File: src/core/adsq_pkg.sv
package adsq_pkg;
	// Mode register field positions
	localparam int MODE_RUN_BIT = 7;
	localparam int MODE_POWER_BIT = 0;
	localparam logic [7:0] MODE_RESET = 8'h00;
	localparam logic [1:0] CHAN_RESET = 2'h0;
	localparam logic [9:0] RESULT_RESET = 10'h000;
	// Timing: clock rate and power-up settle time
	localparam int CLK_MHZ = 100;
	localparam int SETTLE_NS = 1000;
	localparam int SETTLE_CYC = (SETTLE_NS * CLK_MHZ + 999) / 1000;
	localparam int SAMPLE_CYC = 8;
	localparam int RES_BITS = 10;

	typedef enum logic [2:0] {
		ADSQ_IDLE = 3'b001,
		ADSQ_SAMPLE = 3'b010,
		ADSQ_CONVERT = 3'b100
	} adsq_state_t;

	// Register write request from software
	typedef struct packed {
		logic mode_we;
		logic [7:0] mode_wdata;
		logic chan_we;
		logic [1:0] chan_wdata;
	} adsq_wr_t;
endpackage

File: src/core/adsq_ctrl.sv
`timescale 1ns/10ps
// Contract
// - Converter halts in stop mode; clearing run and power bits saves current.
// - A result read coinciding with result load is served first, then stored.
// - Mode or channel write at end of conversion wins; no load, no flag.
// - Conversion time counts from sampling start to result, sampling included.
// - Rewriting channel select never clears the done flag.
// - Channel change mid-conversion aborts it; the old result and flag are not set.
// - First result is suspect if run set within 1 us of power or unpowered.
// - Mode or channel writes may leave results undefined; read first.
// - Full result holds 10 bits; upper result holds top 8 bits.
// - After each conversion the next starts at once while run is set.
// - Mode or channel write aborts conversion and restarts if run stays set.
// - Clearing run stops conversion at once; that result is undefined.
module adsq_ctrl
	import adsq_pkg::*;
#(
	parameter int SAMPLE_CYCLES = SAMPLE_CYC,
	parameter int SETTLE_CYCLES = SETTLE_CYC
) (
	// Clock and reset
	input wire logic clk_sys,
	input wire logic rst_n,
	// Software side
	input wire adsq_wr_t wr,
	input wire logic result_rd,
	input wire logic flag_clr,
	input wire logic stop_mode,
	// Comparator from analog front end
	input wire logic cmp_high,
	// Register and status outputs
	output logic [7:0] converter_mode_reg,
	output logic [1:0] channel_select_reg,
	output logic [9:0] result_full_reg,
	output logic [7:0] result_upper_reg,
	output logic conversion_done_flag,
	output logic conversion_done_irq,
	output logic first_suspect,
	output logic sample_on,
	output logic [3:0] analog_input_sel
);
	// Counters are 8 and 16 bits wide
	if (SAMPLE_CYCLES < 1 || SAMPLE_CYCLES > 255) begin : g_bad_sample
		$error("SAMPLE_CYCLES out of range");
	end
	if (SETTLE_CYCLES < 1 || SETTLE_CYCLES > 65535) begin : g_bad_settle
		$error("SETTLE_CYCLES out of range");
	end

	adsq_state_t state;
	logic [7:0] samp_cnt;
	logic [3:0] bit_idx;
	logic [9:0] sar;
	logic [15:0] settle_cnt;
	logic pend_load;
	logic [9:0] pend_val;
	logic run, pwr, any_wr, done_now, load_now;

	assign run = converter_mode_reg[MODE_RUN_BIT];
	assign pwr = converter_mode_reg[MODE_POWER_BIT];
	assign any_wr = wr.mode_we | wr.chan_we;
	// Completion of the last SAR step
	assign done_now = (state == ADSQ_CONVERT) && (bit_idx == 4'h0)
		&& run && !stop_mode;
	// Write beats completion; read defers the load by one cycle
	assign load_now = (done_now && !any_wr && !result_rd)
		|| (pend_load && !result_rd);

	// Register writes
	always_ff @(posedge clk_sys) begin
		if (!rst_n) begin
			converter_mode_reg <= MODE_RESET;
			channel_select_reg <= CHAN_RESET;
		end else begin
			if (wr.mode_we)
				converter_mode_reg <= wr.mode_wdata;
			if (wr.chan_we)
				channel_select_reg <= wr.chan_wdata;
		end
	end

	// Sequencer: sample then ten compare steps, repeating
	always_ff @(posedge clk_sys) begin
		if (!rst_n) begin
			state <= ADSQ_IDLE;
			samp_cnt <= 8'h00;
			bit_idx <= 4'h0;
			sar <= RESULT_RESET;
		end else if (!run || stop_mode) begin
			state <= ADSQ_IDLE;
		end else if (any_wr) begin
			state <= ADSQ_SAMPLE;
			samp_cnt <= 8'h00;
		end else begin
			case (state)
			ADSQ_IDLE: begin
				state <= ADSQ_SAMPLE;
				samp_cnt <= 8'h00;
			end
			ADSQ_SAMPLE: begin
				if (samp_cnt == 8'(SAMPLE_CYCLES - 1)) begin
					state <= ADSQ_CONVERT;
					bit_idx <= 4'(RES_BITS - 1);
					sar <= 10'h200;
				end else begin
					samp_cnt <= samp_cnt + 8'h01;
				end
			end
			ADSQ_CONVERT: begin
				if (!cmp_high)
					sar[bit_idx] <= 1'b0;
				if (bit_idx == 4'h0) begin
					state <= ADSQ_SAMPLE;
					samp_cnt <= 8'h00;
				end else begin
					bit_idx <= bit_idx - 4'h1;
					sar[bit_idx - 4'h1] <= 1'b1;
				end
			end
			default: state <= ADSQ_IDLE;
			endcase
		end
	end

	// Deferred load when a read collides with completion
	always_ff @(posedge clk_sys) begin
		if (!rst_n) begin
			pend_load <= 1'b0;
			pend_val <= RESULT_RESET;
		end else if (done_now && !any_wr && result_rd) begin
			pend_load <= 1'b1;
			pend_val <= {sar[9:1], cmp_high};
		end else if (load_now) begin
			pend_load <= 1'b0;
		end
	end

	// Result registers
	always_ff @(posedge clk_sys) begin
		if (!rst_n) begin
			result_full_reg <= RESULT_RESET;
			result_upper_reg <= 8'h00;
		end else if (load_now) begin
			result_full_reg <= pend_load ? pend_val
				: {sar[9:1], cmp_high};
			result_upper_reg <= pend_load ? pend_val[9:2] : sar[9:2];
		end
	end

	// Done flag: set wins over clear; channel writes never clear it
	always_ff @(posedge clk_sys) begin
		if (!rst_n) begin
			conversion_done_flag <= 1'b0;
			conversion_done_irq <= 1'b0;
		end else begin
			conversion_done_irq <= load_now;
			if (load_now)
				conversion_done_flag <= 1'b1;
			else if (flag_clr)
				conversion_done_flag <= 1'b0;
		end
	end

	// Power settle tracking for the first-result warning
	always_ff @(posedge clk_sys) begin
		if (!rst_n) begin
			settle_cnt <= 16'h0000;
			first_suspect <= 1'b0;
		end else begin
			if (!pwr)
				settle_cnt <= 16'h0000;
			else if (settle_cnt != 16'(SETTLE_CYCLES))
				settle_cnt <= settle_cnt + 16'h0001;
			if (wr.mode_we && wr.mode_wdata[MODE_RUN_BIT] && !run)
				first_suspect <= !pwr
					|| settle_cnt != 16'(SETTLE_CYCLES);
			else if (load_now)
				first_suspect <= 1'b0;
		end
	end

	// Front-end controls; sample switch off when run clear or stopped, input select off when unpowered or stopped
	always_ff @(posedge clk_sys) begin
		if (!rst_n) begin
			sample_on <= 1'b0;
			analog_input_sel <= 4'h0;
		end else begin
			// Follows the next state so the switch opens before bit 9
			sample_on <= run && !stop_mode && (any_wr
				|| state == ADSQ_IDLE
				|| (state == ADSQ_SAMPLE
				&& samp_cnt != 8'(SAMPLE_CYCLES - 1))
				|| (state == ADSQ_CONVERT && bit_idx == 4'h0));
			analog_input_sel <= (pwr && !stop_mode)
				? 4'(4'h1 << channel_select_reg) : 4'h0;
		end
	end

	property p_write_blocks_load;
		@(posedge clk_sys) disable iff (!rst_n)
		(done_now && any_wr && !pend_load) |=> !conversion_done_irq;
	endproperty
	a_write_blocks_load: assert property (p_write_blocks_load)
		else $error("Load despite register write");

	property p_read_defers;
		@(posedge clk_sys) disable iff (!rst_n)
		(done_now && !any_wr && result_rd && !pend_load)
			|=> !conversion_done_irq ##1 (conversion_done_irq || pend_load);
	endproperty
	a_read_defers: assert property (p_read_defers)
		else $error("Read collision not deferred");

	property p_flag_with_load;
		@(posedge clk_sys) disable iff (!rst_n)
		conversion_done_irq |-> conversion_done_flag;
	endproperty
	a_flag_with_load: assert property (p_flag_with_load)
		else $error("Flag not set with load");

	property p_chan_keeps_flag;
		@(posedge clk_sys) disable iff (!rst_n)
		(conversion_done_flag && wr.chan_we && !flag_clr)
			|=> conversion_done_flag;
	endproperty
	a_chan_keeps_flag: assert property (p_chan_keeps_flag)
		else $error("Channel write cleared flag");

	property p_stop_halts;
		@(posedge clk_sys) disable iff (!rst_n)
		(stop_mode || !run) |=> state == ADSQ_IDLE;
	endproperty
	a_stop_halts: assert property (p_stop_halts)
		else $error("Converter ran while stopped");

	property p_restart;
		@(posedge clk_sys) disable iff (!rst_n)
		(any_wr && run && !stop_mode && !(wr.mode_we
			&& !wr.mode_wdata[MODE_RUN_BIT])) |=> state == ADSQ_SAMPLE;
	endproperty
	a_restart: assert property (p_restart)
		else $error("Write did not restart conversion");

	property p_abort_no_load;
		@(posedge clk_sys) disable iff (!rst_n)
		(state != ADSQ_IDLE && !run && !pend_load)
			|=> !conversion_done_irq [*3];
	endproperty
	a_abort_no_load: assert property (p_abort_no_load)
		else $error("Aborted conversion loaded");

	property p_upper;
		@(posedge clk_sys) disable iff (!rst_n)
		conversion_done_irq |-> result_upper_reg == result_full_reg[9:2];
	endproperty
	a_upper: assert property (p_upper)
		else $error("Upper result mismatch");

	property p_back_to_back;
		@(posedge clk_sys) disable iff (!rst_n)
		(done_now && !any_wr) |=> state == ADSQ_SAMPLE;
	endproperty
	a_back_to_back: assert property (p_back_to_back)
		else $error("Next conversion did not start");

	c_load: cover property (@(posedge clk_sys) conversion_done_irq);
	c_read_clash: cover property (@(posedge clk_sys)
		done_now && result_rd && !any_wr);
	c_write_clash: cover property (@(posedge clk_sys) done_now && any_wr);
	c_suspect: cover property (@(posedge clk_sys) first_suspect);
endmodule

File: config.mk
export PLATFORM = sky130hd
export DESIGN_NAME = adsq_ctrl
export DESIGN_NICKNAME = d
export VERILOG_FILES = /design/src/core/adsq_pkg.sv /design/src/core/adsq_ctrl.sv
export SDC_FILE = /design/constraint.sdc
export NUM_CORES = 1
export LEC_CHECK = 0
export ABC_AREA = 1
export BUFFER_PORTS_ARGS = -buffer_cell sky130_fd_sc_hd__buf_4
export CAP_MARGIN = 20
export CORE_MARGIN = 4
export CORE_UTILIZATION = 25
export CTS_CLUSTER_SIZE = 30
export DETAILED_ROUTE_END_ITERATION = 8
export GPL_TIMING_DRIVEN = 0
export HOLD_SLACK_MARGIN = 0.05
export PLACE_DENSITY = 0.43
export SLEW_MARGIN = 10
export SYNTH_ARGS = -nofsm -noshare
export SYNTH_HDL_FRONTEND = slang
export SYNTH_SLANG_ARGS = --single-unit
File: constraint.sdc
create_clock -name clk_sys -period 2.1 [get_ports clk_sys]
set_input_delay 0.105 -clock clk_sys [delete_from_list [all_inputs] [get_ports clk_sys]]
set_output_delay 0.105 -clock clk_sys [all_outputs]
set_load 0.03 [all_outputs]
[Yosys cells after proc, flatten, opt, wreduce, memory -nomap -nowiden]
Index checks and enable logic that the tools add are counted.
Cells by class
  add/subtract/negate cells: 3
  $mul: 0
  div/mod/pow operators: 0
  order comparisons: 4
  equal/unequal tests: 12
  shifts and indexed selects: 1
  multiplexer cells: 30
  bitwise operators: 7
  reductions and logical operators: 41
Operators with widths (count)
  10-bit 2-to-1 mux: 8
  8-bit 2-to-1 mux: 4
  8-bit one-hot mux with 3 select lines: 1
  10-bit one-hot mux with 2 select lines: 1
  16-bit by 1-bit adder with 16-bit output (second input constant): 1
  16-bit by 7-bit != test with 1-bit output (second input constant): 1
  1-bit logical AND: 15
  10-bit bitwise AND: 1
  4-bit by 5-bit < comparator with 1-bit output (second input constant): 2
  10-bit NOT: 1
  10-bit bitwise OR: 1
  3-bit one-hot mux with 3 select lines: 1
  8-bit by 1-bit adder with 8-bit output (second input constant): 1
  1-bit demux with 4-bit select: 2
  8-bit by 3-bit == test with 1-bit output (second input constant): 1
  4-bit by 1-bit >= comparator with 1-bit output (second input constant): 2
  4-bit 2-to-1 mux: 2
  8-bit by 3-bit != test with 1-bit output (second input constant): 1
  4-bit one-hot mux with 2 select lines: 1
  2-bit AND reduction: 4
  4-bit AND reduction: 2
  2-bit nonzero test: 4
  1-bit 2-to-1 mux: 7
  1-bit logical OR: 6
  19 further kinds: 28
Storage, ports and cells
  bits in registers: 88
  latch bits: 0
  RAM bits: 0
  bits in read-only memories: 0
  input port bits: 18
  logic and storage cells: 115
  memories kept: 0

[Logic depth before layout (Yosys ltp)]
  word-level depth: 14
  gate-level depth with buffers: 11
  gate-level depth less buffers: 11

[Least setup slack after synthesis]
OpenSTA, ideal clock, no wires.
  kind: register -> register
  start point: reg bit_idx[0]
  end point: reg result_full_reg[2]
  setup time: 0.113 ns
  arrival: 1.463 ns
  data required time: 1.987 ns
  setup slack: 0.524 ns
  stages on the path, launching flop included: 11
  path buffers: 1
  period minus slack after synthesis: 1.576 ns
  cells stage by stage: dfxtp_1 inv_1 ha_1 nand3_2 nor2_2 nand2_2 nand2_2 nand2_4 buf_6 o21ai_1 nor2_1
Between the ends
  word-level cells in the longest chain between the ends: 7
RTL lines
  start, declared: line adsq_ctrl.sv:52  | logic [3:0] bit_idx;
  start signal, assigned: line adsq_ctrl.sv:103  | bit_idx <= 4'(RES_BITS - 1);
  start signal, assigned: line adsq_ctrl.sv:116  | bit_idx <= bit_idx - 4'h1;
  4-bit zero test: line adsq_ctrl.sv:63  | assign done_now = (state == ADSQ_CONVERT) && (bit_idx == 4'h0)
  1-bit logical AND: line adsq_ctrl.sv:63
  1-bit logical AND (2 in a row): line adsq_ctrl.sv:64  | && run && !stop_mode;
  1-bit logical AND (2 in a row): line adsq_ctrl.sv:66  | assign load_now = (done_now && !any_wr && !result_rd)
  1-bit logical OR: line adsq_ctrl.sv:67  | || (pend_load && !result_rd);
  end signal, assigned: line adsq_ctrl.sv:144  | result_full_reg <= pend_load ? pend_val
  end, declared: line adsq_ctrl.sv:34  | output logic [9:0] result_full_reg,
Every way passes these cells.
A chain may end at the register's enable or synchronous reset.

[Worst setup path after layout]
  start point: reg bit_idx[0]
  end point: reg result_full_reg[0]
The elaborated chain is that of the path after synthesis.

==> results_dict.tcl <==
set metrics [dict create \
    status "finished, final reports clean" \
    nets 654 \
    clk_latency_ps 350 \
    r2r-end "result_full_reg[0]" \
    max_freq_mhz 517.7 \
    synth-xor-area-share 0.006705 \
    rsz0062_at_grt "no" \
    cts.clk_slew.worst_paths_ps 60 \
    setup_violations 0 \
    end_kind "flip-flop" \
    h-tree-depth 3 \
    fin_setup_tns_ps 0 \
    drc 0 \
    vias_per_cell 4.290 \
    numClockSinks 79 \
    core_um2 15260 \
    initial_utilization 0.2568 \
    synth_common_cells "nand2_1, nor2_1, dfxtp_1" \
    worst_ep_arrival_time_ps 2160 \
    synthMuxAreaShare 0 \
    ys_warn_count 0 \
    path_class "flip-flop to flip-flop" \
    wl_per_cell_um 11.62 \
    totalWireLength_um 9784 \
    holdPathEnd "channel_select_reg[0]" \
    drt_iter0_markers 271 \
    synth_compound_area_frac 0.1370 \
    min_from "wr[0]" \
    grt_max_degree 14 \
    synthTopCellsByArea "dfxtp_1, nand2_1, nor2_1" \
    fp.dieH_um 133.2 \
    fin_crit_sh 0.9198 \
    fillers 1653 \
    syn_inst 551 \
    netlist_area_um2 3919 \
    fin_area_um2 4994 \
    cts_buffers 9 \
    placed_cell_area_um2 4573 \
    critPathLaunchType "flip-flop" \
    r2r_cells 9 \
    cap_violations 0 \
    synthAdderAreaFrac 0.03193 \
    synth-seq-area-share 0.4036 \
    ant_nets 0 \
    finalPower_mw 3.343 \
    dr_total_vias 3612 \
    slew_violations 0 \
    synth-seq-cells 79 \
    cts_root_buf "clkbuf_16" \
    die_w_um 133.2 \
    required_ps 2330 \
    rows 45 \
    power.leakage_nw 2.076 \
    fin_crit_ps 1932 \
    final_hold_viol_count 0 \
    synth_edf_count 0 \
    track_usage 0.1141 \
    io_buffers 52 \
    yosysTopAreaCell "dfxtp_1" \
    p_per_area_nw_per_um2 669.5 \
    yosys.area.top_type_share 0.4036 \
    largest_reg_flops 16 \
    ir_worst_vdd_mv 0.3793 \
    cts_buffer_depth 2 \
    synth_top_family_by_area "simple AND/OR/NAND/NOR gates" \
    fin_skew_ps 6.316 \
    reg2reg_slack_ps 170 \
    cts_tree "yes" \
    grt_antenna_before_repair 0 \
    drt_pass1_iterations 4 \
    grt_pass1_wl_um 16390 \
    n_antenna_cell 0 \
    synth_fp_nets 579 \
    synth_ff_type "dfxtp_1" \
    gr-total-overflow 0 \
    dp_hpwl_um 7351 \
    hold_path.class "primary input to flip-flop" \
    gp_congestion 0.7967 \
    reg2reg_from "bit_idx[0]" \
    grt_pass1_vias 3345 \
    cp_max_fo 7 \
    synthMostInstantiatedCell "nand2_1" \
    postSynthAreaPerCell_um2 7.112 \
    synth.distinct_cells 37 \
    syn_to_final_growth_pct 27.43 \
    maxSlewHeadroom 0.6286 \
    layout-drive-gt1-share 0.1838 \
    yosys.area_share.simple 0.3247 \
    final_core_util 0.3273 \
    holdPathStages 3 \
    ys_async_sr_fraction 0 \
    worstMarginPinSlew_ps 557.2 \
    ios 54 \
    die_area_um2 17740 \
]
## routing by layer
metal | up-vias | routed length, um | global-route usage
li1 | 1920 | - | -
met1 | 1602 | 4802 | 0.1502
met2 | 76 | 4353 | 0.1800
met3 | 14 | 442 | 0.02379
met4 | 0 | 186 | 0.05143
met5 | - | 0 | 0
## how the worst max path moves through the flow
stage	startpoint	endpoint	cells after the start
2_1_floorplan	bit_idx[0]	result_full_reg[2]	10
3_3_place_gp	bit_idx[0]	result_full_reg[0]	9
3_5_place_dp	bit_idx[0]	result_full_reg[5]	10
4_1_cts	bit_idx[0]	result_full_reg[5]	10
5_1_grt	bit_idx[0]	result_full_reg[6]	10
6_report	bit_idx[0]	result_full_reg[0]	9
## where the power goes
part	switching (mW)	internal [mW]	leakage, nW
clock network	0.642	0.953	0.149
logic	0.128	0.0858	1.29
registers	0.0159	1.52	0.639
total	0.785	2.56	2.08
## repair_timing
item | CTS | global route
endpoints found under the hold margin | 12 | 0
resized for setup | 0 | 0
hold buffers | 12 | 0
buffers inserted | 0 | 0
## per-stage QoR
stage,hold slack [ps],worst slack [ps],cells
finish,60.74,168.3,842
CTS,55.29,145.3,842
global route,80.29,11.09,842
detailed placement,326.5,150.7,814
floorplan,210.2,524.1,551
global placement,310.8,165.6,814
## cells in the final DEF (no fill, tap or decap), types with 9 or more instances in the layout
master / instances
a21oi_1: 39
buf_4: 61
clkbuf_16: 9
dfxtp_1: 79
dlygate4sd3_1: 12
ha_1: 10
inv_1: 53
nand2_1: 111
nand3_1: 37
nor2_1: 82
o21ai_0: 51
o21ai_1: 11
## critical path, stage by stage (launching register included)
cell	delay (ps)
dfxtp_1	370
inv_1	150
ha_1	320
nand3_2	200
nor2_2	200
nand2_2	70
nand2_2	80
nand2_4	80
o21ai_0	280
nor2_1	60
## layout make-up
class | instances | area [um2] | area share
plain buffers | 20 | 127.6 | 0.02556
well taps | 211 | 264.0 | 0.05287
clock inverters | 5 | 57.56 | 0.01153
multi-input cells | 387 | 1961 | 0.3926
clock buffers | 11 | 242.7 | 0.04861
inverters | 65 | 249.0 | 0.04986
flip-flops and latches | 79 | 1582 | 0.3167
repair buffers | 64 | 510.5 | 0.1022
## cells by family after synthesis
kind of cell,after synthesis
AOI/OAI and AO/OA,104
xor gates and xnor gates,3
adders and majority gates,10
buffers and inverters,85
DFF,79
and+or+nand+nor,270
No activity file was read; power rests on OpenSTA's default activity.
